$ cat src/pkg/hrc_defines.svh
/*
  Constants of the halt release control block: register offsets, reset values,
  field positions and timing counts.
  Assumes a 100 MHz pclk and a 32-bit APB register bus.
*/
`ifndef HRC_DEFINES_SVH
`define HRC_DEFINES_SVH

// ----------------------------------------------------------------------------
// register byte offsets
// ----------------------------------------------------------------------------
`define HRC_OFF_KEY_DIR     8'h00
`define HRC_OFF_KEY_OUT     8'h04
`define HRC_OFF_KEY_PULLDN  8'h08
`define HRC_OFF_KEY_ADC     8'h0C
`define HRC_OFF_KEY_IN      8'h10
`define HRC_OFF_TMR_SEL     8'h14
`define HRC_OFF_TMR_CARRY   8'h18
`define HRC_OFF_IRQ_REQ     8'h1C
`define HRC_OFF_IRQ_EN      8'h20
`define HRC_OFF_GLOBAL      8'h24
`define HRC_OFF_STATUS      8'h28

// ----------------------------------------------------------------------------
// reset values
// ----------------------------------------------------------------------------
`define HRC_RST_KEY_DIR     4'h0
`define HRC_RST_KEY_OUT     4'h0
`define HRC_RST_KEY_PULLDN  4'hF
`define HRC_RST_KEY_ADC     4'h0
`define HRC_RST_TMR_SEL     2'h0
`define HRC_RST_IRQ_EN      4'h0

// ----------------------------------------------------------------------------
// halt operand bit positions
// ----------------------------------------------------------------------------
`define HRC_OP_KEY_BIT      0
`define HRC_OP_CARRY_BIT    1
`define HRC_OP_INTR_BIT     3

// ----------------------------------------------------------------------------
// interrupt sources, index 0 has the highest priority
// ----------------------------------------------------------------------------
`define HRC_NSRC            4
`define HRC_VEC_EXT0        16'h000B
`define HRC_VEC_EXT1        16'h000A
`define HRC_VEC_EXT2        16'h0009
`define HRC_VEC_TMR0        16'h0006

// ----------------------------------------------------------------------------
// timing
// ----------------------------------------------------------------------------
`define HRC_CLK_NS          10
`define HRC_MS_NS           1000000
`define HRC_MS_CYCLES       (`HRC_MS_NS / `HRC_CLK_NS)
`define HRC_IVL0_MS         100
`define HRC_IVL1_MS         50
`define HRC_IVL2_MS         20
`define HRC_IVL3_MS         10

`endif

$ cat src/pkg/hrc_pkg.sv
/*
  Types of the halt release control block.
  Assumes hrc_defines.svh for all numeric constants.
*/
package hrc_pkg;

  // --------------------------------------------------------------------------
  // sequencer state and halt operand
  // --------------------------------------------------------------------------
  typedef enum logic [1:0] {
    HRC_RUN  = 2'h0,
    HRC_HALT = 2'h1,
    HRC_WAKE = 2'h3
  } hrc_state_t;

  typedef struct packed {
    logic intr;
    logic rsvd;
    logic carry;
    logic key;
  } hrc_halt_op_t;

  // --------------------------------------------------------------------------
  // answer to the cpu sequencer
  // --------------------------------------------------------------------------
  typedef struct packed {
    logic        vector_take;
    logic        resume;
    logic [15:0] vector_addr;
  } hrc_cpu_evt_t;

endpackage : hrc_pkg

$ cat src/rtl/hrc_halt_release_control.sv
/*
  Halt release control: halt state of the cpu, wake-up by key port, basic timer
  carry or pending enabled interrupt (global enable not needed), interrupt request/enable flags, vectoring.
  Assumes a cpu sequencer that pulses halt_exec and return_from_interrupt_exec on pclk and
  honours cpu_clk_en, vector_take and resume; peripherals pulse irq_event.
*/
`timescale 1ns/10ps
`include "hrc_defines.svh"

module hrc_halt_release_control
  import hrc_pkg::*;
#(
  parameter int unsigned MS_CYCLES = `HRC_MS_CYCLES
) (
  // clock and reset
  input  wire logic                  pclk,
  input  wire logic                  presetn,
  // apb slave
  input  wire logic                  psel,
  input  wire logic                  penable,
  input  wire logic                  pwrite,
  input  wire logic [7:0]            paddr,
  input  wire logic [31:0]           pwdata,
  output logic      [31:0]           prdata,
  output logic                       pready,
  output logic                       pslverr,
  // cpu sequencer
  input  wire logic                  halt_exec,
  input  wire logic [3:0]            halt_operand,
  input  wire logic                  return_from_interrupt_exec,
  output logic                       cpu_clk_en,
  output hrc_cpu_evt_t               cpu_evt,
  // interrupt sources
  input  wire logic [`HRC_NSRC-1:0]  irq_event,
  // key input port pins
  input  wire logic [3:0]            key_in,
  output logic      [3:0]            key_out,
  output logic      [3:0]            key_oe,
  output logic      [3:0]            key_pulldown_en
);

  // --------------------------------------------------------------------------
  // helpers
  // --------------------------------------------------------------------------
  function automatic logic [`HRC_NSRC-1:0] hrc_first(input logic [`HRC_NSRC-1:0] v);
    logic [`HRC_NSRC-1:0] r;
    r = '0;
    for (int i = `HRC_NSRC - 1; i >= 0; i--) begin
      if (v[i]) begin
        r = '0;
        r[i] = 1'b1;
      end
    end
    return r;
  endfunction : hrc_first

  function automatic logic [15:0] hrc_vec(input logic [`HRC_NSRC-1:0] one);
    logic [15:0] a;
    a = 16'h0000;
    if (one[0]) a = `HRC_VEC_EXT0;
    if (one[1]) a = `HRC_VEC_EXT1;
    if (one[2]) a = `HRC_VEC_EXT2;
    if (one[3]) a = `HRC_VEC_TMR0;
    return a;
  endfunction : hrc_vec

  // --------------------------------------------------------------------------
  // state and registers
  // --------------------------------------------------------------------------
  hrc_state_t           state_r;
  hrc_halt_op_t         op_r;
  logic [3:0]           key_dir_r;
  logic [3:0]           key_out_r;
  logic [3:0]           key_pulldn_r;
  logic [3:0]           key_adc_r;
  logic [3:0]           key_s1_r;
  logic [3:0]           key_s2_r;
  logic [3:0]           key_s3_r;
  logic [3:0]           key_val_r;
  logic [1:0]           tmr_sel_r;
  logic [16:0]          ms_cnt_r;
  logic [6:0]           ivl_cnt_r;
  logic                 carry_r;
  logic [`HRC_NSRC-1:0] irq_req_r;
  logic [`HRC_NSRC-1:0] irq_en_r;
  logic [`HRC_NSRC-1:0] irq_clr_r;
  logic [`HRC_NSRC-1:0] irq_clr2_r;
  logic                 ge_r;
  logic                 in_service_r;
  logic                 wake_int_r;
  logic [15:0]          last_vec_r;

  // --------------------------------------------------------------------------
  // apb decode
  // --------------------------------------------------------------------------
  logic acc;
  logic wr;
  logic map_hit;
  assign acc = psel & penable & pready;
  assign wr  = acc & pwrite;
  always_comb begin
    unique case (paddr)
      `HRC_OFF_KEY_DIR, `HRC_OFF_KEY_OUT, `HRC_OFF_KEY_PULLDN, `HRC_OFF_KEY_ADC,
      `HRC_OFF_KEY_IN, `HRC_OFF_TMR_SEL, `HRC_OFF_TMR_CARRY, `HRC_OFF_IRQ_REQ,
      `HRC_OFF_IRQ_EN, `HRC_OFF_GLOBAL, `HRC_OFF_STATUS: map_hit = 1'b1;
      default:                                           map_hit = 1'b0;
    endcase
  end

  // --------------------------------------------------------------------------
  // key input port
  // --------------------------------------------------------------------------
  always_ff @(posedge pclk or negedge presetn) begin
    if (!presetn) begin
      key_dir_r    <= `HRC_RST_KEY_DIR;
      key_out_r    <= `HRC_RST_KEY_OUT;
      key_pulldn_r <= `HRC_RST_KEY_PULLDN;
      key_adc_r    <= `HRC_RST_KEY_ADC;
    end else if (wr) begin
      if (paddr == `HRC_OFF_KEY_DIR)    key_dir_r    <= pwdata[3:0];
      if (paddr == `HRC_OFF_KEY_OUT)    key_out_r    <= pwdata[3:0];
      if (paddr == `HRC_OFF_KEY_PULLDN) key_pulldn_r <= pwdata[3:0];
      if (paddr == `HRC_OFF_KEY_ADC)    key_adc_r    <= pwdata[3:0];
    end
  end

  // three-stage synchroniser, level accepted once stages two and three agree
  always_ff @(posedge pclk or negedge presetn) begin
    if (!presetn) begin
      key_s1_r  <= 4'h0;
      key_s2_r  <= 4'h0;
      key_s3_r  <= 4'h0;
      key_val_r <= 4'h0;
    end else begin
      key_s1_r <= key_in;
      key_s2_r <= key_s1_r;
      key_s3_r <= key_s2_r;
      for (int i = 0; i < 4; i++) begin
        if (key_s2_r[i] == key_s3_r[i]) key_val_r[i] <= key_s3_r[i];
      end
    end
  end

  always_ff @(posedge pclk or negedge presetn) begin
    if (!presetn) begin
      key_out         <= `HRC_RST_KEY_OUT;
      key_oe          <= 4'h0;
      key_pulldown_en <= `HRC_RST_KEY_PULLDN;
    end else begin
      key_out         <= key_out_r;
      key_oe          <= key_dir_r & ~key_adc_r;
      key_pulldown_en <= key_pulldn_r & ~key_dir_r;
    end
  end

  // --------------------------------------------------------------------------
  // basic timer, runs regardless of halt
  // --------------------------------------------------------------------------
  logic       ms_tick;
  logic [6:0] ivl_len;
  assign ms_tick = (ms_cnt_r == 17'(MS_CYCLES - 1));
  always_comb begin
    unique case (tmr_sel_r)
      2'h0: ivl_len = 7'(`HRC_IVL0_MS);
      2'h1: ivl_len = 7'(`HRC_IVL1_MS);
      2'h2: ivl_len = 7'(`HRC_IVL2_MS);
      2'h3: ivl_len = 7'(`HRC_IVL3_MS);
    endcase
  end

  always_ff @(posedge pclk or negedge presetn) begin
    if (!presetn) begin
      tmr_sel_r <= `HRC_RST_TMR_SEL;
      ms_cnt_r  <= 17'h0;
      ivl_cnt_r <= 7'h0;
    end else begin
      if (wr && paddr == `HRC_OFF_TMR_SEL) tmr_sel_r <= pwdata[1:0];
      ms_cnt_r <= ms_tick ? 17'h0 : ms_cnt_r + 17'h1;
      if (ms_tick) ivl_cnt_r <= (ivl_cnt_r >= ivl_len - 7'h1) ? 7'h0 : ivl_cnt_r + 7'h1;
    end
  end

  logic carry_set;
  assign carry_set = ms_tick && (ivl_cnt_r >= ivl_len - 7'h1);
  always_ff @(posedge pclk or negedge presetn) begin
    if (!presetn) begin
      carry_r <= 1'b0;
    end else if (carry_set) begin
      carry_r <= 1'b1;
    end else if (wr && paddr == `HRC_OFF_TMR_CARRY && pwdata[0]) begin
      carry_r <= 1'b0;
    end
  end

  // --------------------------------------------------------------------------
  // interrupt flags and acceptance
  // --------------------------------------------------------------------------
  logic [`HRC_NSRC-1:0] pend;
  logic [`HRC_NSRC-1:0] pick;
  logic                 take_run;
  logic                 take_wake;
  logic                 vec_take;
  assign pend      = irq_req_r & irq_en_r;
  assign pick      = hrc_first(pend);
  assign take_run  = (state_r == HRC_RUN) && ge_r && (|pend) && (!in_service_r || return_from_interrupt_exec);
  assign take_wake = (state_r == HRC_WAKE) && wake_int_r && ge_r && (|pend);
  assign vec_take  = take_run || take_wake;

  always_ff @(posedge pclk or negedge presetn) begin
    if (!presetn) begin
      irq_req_r  <= '0;
      irq_clr_r  <= '0;
      irq_clr2_r <= '0;
    end else begin
      // a software clear lands two cycles late, so a halt issued right after still sees the flag
      irq_clr_r  <= (wr && paddr == `HRC_OFF_IRQ_REQ) ? pwdata[`HRC_NSRC-1:0] : '0;
      irq_clr2_r <= irq_clr_r;
      irq_req_r  <= (irq_req_r & ~irq_clr2_r & ~(vec_take ? pick : '0)) | irq_event;
    end
  end

  always_ff @(posedge pclk or negedge presetn) begin
    if (!presetn) begin
      irq_en_r <= `HRC_RST_IRQ_EN;
    end else if (wr && paddr == `HRC_OFF_IRQ_EN) begin
      irq_en_r <= pwdata[`HRC_NSRC-1:0];
    end
  end

  always_ff @(posedge pclk or negedge presetn) begin
    if (!presetn) begin
      ge_r <= 1'b0;
    end else if (vec_take) begin
      ge_r <= 1'b0;
    end else if (wr && paddr == `HRC_OFF_GLOBAL) begin
      ge_r <= pwdata[0];
    end
  end

  always_ff @(posedge pclk or negedge presetn) begin
    if (!presetn) begin
      in_service_r <= 1'b0;
    end else if (vec_take) begin
      in_service_r <= 1'b1;
    end else if (return_from_interrupt_exec) begin
      in_service_r <= 1'b0;
    end
  end

  // --------------------------------------------------------------------------
  // halt sequencer
  // --------------------------------------------------------------------------
  logic wake_key;
  logic wake_carry;
  logic wake_int;
  assign wake_key   = op_r.key   && (|(key_val_r & ~key_dir_r & ~key_adc_r));
  assign wake_carry = op_r.carry && carry_r;
  assign wake_int   = op_r.intr  && (|pend);

  always_ff @(posedge pclk or negedge presetn) begin
    if (!presetn) begin
      state_r    <= HRC_RUN;
      op_r       <= '0;
      wake_int_r <= 1'b0;
    end else begin
      unique case (state_r)
        HRC_RUN: begin
          if (halt_exec && !take_run) begin
            op_r    <= halt_operand;
            state_r <= HRC_HALT;
          end
        end
        HRC_HALT: begin
          // operand 0000B never wakes, only presetn ends it
          if (wake_key || wake_carry || wake_int) begin
            wake_int_r <= wake_int;
            state_r    <= HRC_WAKE;
          end
        end
        HRC_WAKE: begin
          wake_int_r <= 1'b0;
          state_r    <= HRC_RUN;
        end
        default: state_r <= HRC_RUN;
      endcase
    end
  end

  always_ff @(posedge pclk or negedge presetn) begin
    if (!presetn) begin
      cpu_clk_en <= 1'b1;
      cpu_evt    <= '0;
      last_vec_r <= 16'h0000;
    end else begin
      cpu_clk_en          <= !(state_r == HRC_HALT) && !(state_r == HRC_RUN && halt_exec && !take_run);
      cpu_evt.vector_take <= vec_take;
      cpu_evt.resume      <= (state_r == HRC_WAKE) && !take_wake;
      cpu_evt.vector_addr <= vec_take ? hrc_vec(pick) : 16'h0000;
      if (vec_take) last_vec_r <= hrc_vec(pick);
    end
  end

  // --------------------------------------------------------------------------
  // apb answer, one wait cycle
  // --------------------------------------------------------------------------
  always_ff @(posedge pclk or negedge presetn) begin
    if (!presetn) begin
      pready  <= 1'b0;
      pslverr <= 1'b0;
      prdata  <= 32'h0000_0000;
    end else begin
      pready  <= psel && penable && !pready;
      pslverr <= psel && penable && !pready && !map_hit;
      prdata  <= 32'h0000_0000;
      if (psel && penable && !pready && !pwrite) begin
        unique case (paddr)
          `HRC_OFF_KEY_DIR:    prdata[3:0] <= key_dir_r;
          `HRC_OFF_KEY_OUT:    prdata[3:0] <= key_out_r;
          `HRC_OFF_KEY_PULLDN: prdata[3:0] <= key_pulldn_r;
          `HRC_OFF_KEY_ADC:    prdata[3:0] <= key_adc_r;
          `HRC_OFF_KEY_IN:     prdata[3:0] <= key_val_r;
          `HRC_OFF_TMR_SEL:    prdata[1:0] <= tmr_sel_r;
          `HRC_OFF_TMR_CARRY:  prdata[0]   <= carry_r;
          `HRC_OFF_IRQ_REQ:    prdata[`HRC_NSRC-1:0] <= irq_req_r;
          `HRC_OFF_IRQ_EN:     prdata[`HRC_NSRC-1:0] <= irq_en_r;
          `HRC_OFF_GLOBAL:     prdata[0]   <= ge_r;
          `HRC_OFF_STATUS:     prdata      <= {last_vec_r, 8'h00, 2'h0, in_service_r, state_r == HRC_HALT, op_r};
          default:             prdata      <= 32'h0000_0000;
        endcase
      end
    end
  end

endmodule : hrc_halt_release_control

$ cat config.mk
export PLATFORM = sky130hd
export DESIGN_NAME = hrc_halt_release_control
export DESIGN_NICKNAME = d
export VERILOG_FILES = /design/src/pkg/hrc_pkg.sv /design/src/rtl/hrc_halt_release_control.sv
export VERILOG_INCLUDE_DIRS = /design/src /design/src/pkg
export SDC_FILE = /design/constraint.sdc
export NUM_CORES = 1
export LEC_CHECK = 0
export ABC_AREA = 1
export BUFFER_PORTS_ARGS = -buffer_cell sky130_fd_sc_hd__buf_2
export CORE_ASPECT_RATIO = 2
export CORE_MARGIN = 4
export CORE_UTILIZATION = 25
export CTS_CLUSTER_SIZE = 24
export DETAILED_ROUTE_END_ITERATION = 8
export SYNTH_ARGS = -nofsm -noshare
export SYNTH_HDL_FRONTEND = slang
export SYNTH_SLANG_ARGS = --single-unit
$ cat constraint.sdc
create_clock -name pclk -period 2.4 [get_ports pclk]
set_input_delay 0.48 -clock pclk [delete_from_list [all_inputs] [get_ports pclk]]
set_output_delay 0.48 -clock pclk [all_outputs]
set_load 0.1 [all_outputs]
==> results of run 1 <==
registers in the layout, indices dropped and copies added, names as in the netlist, 6 cells and up:
name,count
cpu_evt,6
ms_cnt_r,17
ivl_cnt_r,7
prdata,10
worst min-delay path by stage:
stage / endpoint / slack, ns / cells after the start
2_1_floorplan: carry_r / 0.18 / 0
3_3_place_gp: irq_clr2_r[2] / 0.33 / 0
3_5_place_dp: key_s2_r[3] / 0.34 / 0
4_1_cts: last_vec_r[2] / 0.04 / 1
5_1_grt: key_s2_r[3] / 0.07 / 1
6_report: key_s2_r[3] / 0.04 / 1
stage by stage:
stage / total power [mW] / area [um^2]
finish: 5.54 / 6860
global route: 5.75 / 6860
CTS: 5.60 / 6860
detailed placement: 2.85 / 6220
global placement: 2.84 / 6220
floorplan: 2.73 / 5800
metal layers:
| layer | track usage | share of wire |
|---|---|---|
| met1 | 0.105 | 0.33 |
| met2 | 0.235 | 0.59 |
| met3 | 0.0273 | 0.044 |
| met5 | 0 | 0 |
| met4 | 0.0667 | 0.038 |
worst max-delay path, cell delays in order (launching register included):
cell and delay (ns):
dfrtp_2 0.42, inv_1 0.09, ha_1 0.20, nor2_1 0.17
a21oi_1 0.08, o21ai_0 0.09, ha_1 0.27, a21oi_1 0.13
nand2_1 0.07, nand2_1 0.05, nand3_1 0.15, inv_2 0.14
nand3_1 0.07, o21ai_0 0.10
cells in the final DEF (no fill, tap or decap), drive strengths merged, types with 3 or more instances in the layout:
cell / count
clkinvlp: 3
nand3: 55
nor3: 6
dfstp: 9
conb: 34
nor2: 87
bufinv: 4
inv: 97
maj3: 4
nand2: 154
clkinv: 4
clkbuf: 18
ha: 14
dfrtp: 110
xor2: 12
nand3b: 3
buf: 66
nand4: 8
o21ai: 45
a21oi: 8
kinds of logic (layout without fill, tap and decap cells):
kind of cell,Yosys count,count (layout),synth area share
adder cells (fa/ha/maj),18,18,0.0379
flip-flops,119,119,0.527
XOR/XNOR,13,13,0.0201
AO/OA/AOI/OAI,54,54,0.0485
other,1,34,0.000661
buffers and inverters,132,192,0.114
AND/OR/NAND/NOR,316,316,0.252
power groups by stage:
stage	clock network, mW	registers (mW)	logic (mW)
floorplan	0	2.30	0.425
global placement	0	2.20	0.639
detailed placement	0	2.20	0.645
CTS	2.79	2.17	0.647
global route	2.87	2.18	0.695
finish	2.74	2.17	0.641
area by class of cell:
type / instances / area share
tap: 276 / 0.0504
clock buffer: 18 / 0.0640
sequential: 119 / 0.436
inverter: 94 / 0.0515
clock inverter: 14 / 0.0286
multi-input combinational: 435 / 0.315
timing repair buffer: 66 / 0.0540
what timing repair did:
action                                  CTS  global route
endpoints found under the setup margin    0             5
hold endpoints to repair                  0             0
resized for setup                         0             3
hold buffers                              0             0
==> results.yml, run 1 <==
outcome:
  status: "finished, final reports clean"
critical_path:
  path_max_fanout: 6
  cp-endpoint: "ivl_cnt_r[0]"
  arrival_ns: 2.46
  startpoint_type: "flop"
  r2r-start: "tmr_sel_r[1]"
  setup.worst_path.class: "reg -> reg"
  reg2reg_depth: 13
  crit_required_ns: 2.72
  r2r-end: "ivl_cnt_r[0]"
  cp-startpoint: "tmr_sel_r[1]"
  endpoint_kind: "flop"
  reg2reg_slack_ns: 0.26
sta:
  finClkSkew_ns: 0.00567
  timing.fmax_mhz: 468
  setup_viol: 0
  finalMaxSlewViolations: 0
  finalHoldViolations: 0
  min_period_ns: 2.14
  rsz0062_at_grt: "false"
  finalCritPeriodShare: 0.890
  fin_hold_ws_ns: 0.0430
  slew-limit-headroom: 0.641
  fin_setup_tns_ns: 0
  tightest_slew_ns: 0.539
  worst_slack_ns: 0.264
layout:
  nFillCells: 2286
  nets: 806
  final_layout_size_suffix_gt1_frac: 0.200
  utilization: 0.308
  ff_latch_area_um2: 2990
  stdcell_count: 1022
  multiInputGateArea_um2: 2160
  area_delta_synth_final_pct: 20.9
  diodes: 0
pwr:
  p_int_mw: 3.97
  vdd_drop_max_v: 0.000586
  seq_power_share: 0.391
  power_frac_comb: 0.116
  power_per_cell_area_nw_per_um2: 808
  switching_share: 0.284
  clockPowerShare: 0.493
  power_leakage_nw: 3.63
  p_sw_mw: 1.58
die:
  start_util: 0.255
  placeableCoreArea_um2: 22300
  fp.dieW_um: 115
  io_pins: 124
  die-area_um2: 25300
  die_y_um: 221
  rows: 77
place:
  placedCellCount: 990
  dp_hpwl_um: 10900
  numPortBuffers: 61
  place.gp.congestion: 0.901
  place_ws_ns: 0.205
yosys:
  yosys.cell_types.count: 31
  synth_edf_count: 0
  ys.flop_type: "dfrtp_1"
  synth_area_leaders: "dfrtp_1 49%, nand2_1 9.4%, inv_1 5.6%"
  synth_cells: 653
  synth_most_common_cell: "nand2_1"
  yosys-top-cells-count: "142 x nand2_1, 110 x dfrtp_1, 84 x inv_1"
  ys_warn_count: 0
  seq_area_frac_synth: 0.527
  synthArstFlopShare: 1.00
  synthesis.area_um2: 5670
  synth_top_area_frac: 0.485
  synth_top_cell_by_area: "dfrtp_1"
  syn_area_per_cell_um2: 8.69
  synth-seq-cells: 119
clock_network:
  path_clk_slew_ns: 0.06
  clk_latency_ns: 0.42
  cts_buffers: 17
  clock-root-buffer: "clkbuf_16"
  cts.htree.levels: 4
  cts_sinks: 119
  cts_buffer_depth: 2
  cts_tree: "done"
  post-cts-setup-buffers: 0
route:
  ant_nets: 0
  wl_um: 14200
  drc: 0
  viasPerCell: 4.23
  route.vias.total: 4319
  firstDrtPassIters: 4
  route.detailed.wl_per_inst_um: 13.9
  drtIter0Drc: 235
global_routing:
  grt_max_degree: 45
  antenna_found_initial: 0
  grt_pass1_wl_um: 23100
  grt_pass1_vias: 4542
  grt_overflow: 0
  grt_use_total: 0.119
worst_hold_path:
  hp-class: "in -> async"
job:
  cap_violations: 0
Note: power is estimated with default switching activity, not from simulation.
==> run 2, diff against run 1 <==
--- a/config.mk
+++ b/config.mk
@@ -13,6 +13,7 @@
 export CORE_UTILIZATION = 25
 export CTS_CLUSTER_SIZE = 24
 export DETAILED_ROUTE_END_ITERATION = 8
+export GPL_TIMING_DRIVEN = 0
 export SYNTH_ARGS = -nofsm -noshare
 export SYNTH_HDL_FRONTEND = slang
 export SYNTH_SLANG_ARGS = --single-unit
==> results.yml, run 2 (synthesis results as in run 1) <==
outcome:
  status: "finished, final reports clean"
layout:
  diodes: 0
  largestRegisters: "ms_cnt_r x17, prdata x10, ivl_cnt_r x7"
  nFillCells: 2306
  nets: 841
  mostFrequentLayoutCell: "nand2_1"
  largest_reg_flops: 17
  largest-register: "ms_cnt_r"
  utilization: 0.319
  area_delta_synth_final_pct: 25.2
  mostFrequentLayoutCells: "142 x nand2_1, 108 x dfrtp_1, 83 x inv_1"
  final_layout_size_suffix_gt1_frac: 0.233
critical_path:
  endpoint_kind: "flop"
  path_max_fanout: 6
  setup.worst_path.class: "reg -> reg"
  reg2reg_depth: 13
  startpoint_type: "flop"
  arrival_ns: 2.41
  r2r-start: "tmr_sel_r[1]"
  crit_required_ns: 2.74
  r2r-end: "ivl_cnt_r[5]"
  reg2reg_slack_ns: 0.34
route:
  wl_um: 14200
  drtIter0Drc: 159
  viasPerCell: 4.16
  route.vias.total: 4401
  drc: 0
  route.detailed.wl_per_inst_um: 13.5
  ant_nets: 0
  firstDrtPassIters: 4
global_routing:
  grt_pass1_wl_um: 23000
  grt_max_degree: 100
  antenna_found_initial: 0
  grt_pass1_vias: 4523
  grt_use_total: 0.119
  grt_overflow: 0
clock_network:
  cts_buffer_depth: 2
  clk_latency_ns: 0.42
  cts_tree: "done"
  cts_sinks: 119
  clock-root-buffer: "clkbuf_16"
  cts_buffers: 17
  cts.htree.levels: 4
  path_clk_slew_ns: 0.06
pwr:
  power_frac_comb: 0.125
  p_int_mw: 3.94
  clockPowerShare: 0.478
  switching_share: 0.278
  p_total_mw: 5.46
  seq_power_share: 0.397
  vdd_drop_max_v: 0.000509
  p_sw_mw: 1.52
  power_leakage_nw: 3.82
  power_per_cell_area_nw_per_um2: 768
place:
  dp_hpwl_um: 11000
  place_ws_ns: 0.166
  place.gp.congestion: 0.899
  numPortBuffers: 61
sta:
  timing.fmax_mhz: 485
  finClkSkew_ns: 0.00754
  finalHoldViolations: 0
  finalMaxSlewViolations: 0
  slew-limit-headroom: 0.605
  min_period_ns: 2.06
  setup_viol: 0
  rsz0062_at_grt: "false"
  worst_slack_ns: 0.337
  tightest_slew_ns: 0.592
  finalCritPeriodShare: 0.860
  fin_hold_ws_ns: 0.159
worst_hold_path:
  hp-class: "in -> reg"
  hp-start: "key_in[3]"
  hold_path_end: "key_s1_r[3]"
  whs_path_depth: 1
die:
  die-area_um2: 25300
  io_pins: 124
  fp.dieW_um: 115
  start_util: 0.255
  rows: 77
  die_y_um: 221
  placeableCoreArea_um2: 22300
job:
  cap_violations: 0
run 2: timing repair:
item                                    CTS  global route
hold endpoints to repair                 18             0
buffers inserted                          0             0
endpoints found under the setup margin    0             6
resized for setup                         0             5
hold buffers                              1             0
run 2: per-layer routing:
layer / routed length, um / track usage / up-vias
li1: - / - / 2197
met1: 4710 / 0.108 / 2046
met2: 8270 / 0.226 / 116
met3: 589 / 0.0306 / 42
met4: 650 / 0.0713 / 0
met5: 0 / 0 / -
run 2: critical path, stage by stage (launching register included):
cell	delay, ns
dfrtp_2	0.45
inv_1	0.11
ha_1	0.20
nor2_2	0.06
a21oi_1	0.10
o21ai_0	0.10
ha_1	0.30
a21oi_1	0.12
nand2_1	0.07
nand2_1	0.07
nand3_2	0.11
inv_2	0.12
nand3_1	0.08
o21ai_0	0.08
run 2: power by group through the flow:
stage / clock (mW) / combinational (mW) / sequential (mW)
2_1_floorplan: 0 / 0.425 / 2.30
3_3_place_gp: 0 / 0.673 / 2.20
3_5_place_dp: 0 / 0.686 / 2.20
4_1_cts: 2.66 / 0.689 / 2.17
5_1_grt: 2.76 / 0.737 / 2.17
6_report: 2.61 / 0.683 / 2.17
run 2: how the worst max path moves through the flow:
stage | from | end | slack, ns | depth (start not counted)
after floorplan | tmr_sel_r[1] | ivl_cnt_r[5] | 0.54 | 13
final | tmr_sel_r[1] | ivl_cnt_r[5] | 0.34 | 13
after global routing | tmr_sel_r[1] | ivl_cnt_r[5] | 0.05 | 13
after detailed placement | tmr_sel_r[1] | ivl_cnt_r[5] | 0.17 | 13
after global placement | presetn | prdata[0] | -0.66 | 1
after CTS | tmr_sel_r[1] | ivl_cnt_r[5] | 0.15 | 13
run 2: cell type report:
class	count	area, um^2	share of cell area
buffer	38	293	0.0412
clock inverter	9	125	0.0176
tap	276	345	0.0486
clock buffer	23	478	0.0673
sequential	119	2990	0.421
multi-input combinational	435	2170	0.305
timing repair buffer	63	349	0.0491
inverter	94	353	0.0497
run 2: stage by stage:
| stage | std cells | TNS (ns) | area (um^2) |
|---|---|---|---|
| floorplan | 686 | 0 | 5800 |
| global placement | 1023 | -70.60 | 6450 |
| detailed placement | 1024 | 0 | 6480 |
| CTS | 1057 | 0 | 7090 |
| global route | 1057 | 0 | 7100 |
| finish | 1057 | 0 | 7100 |
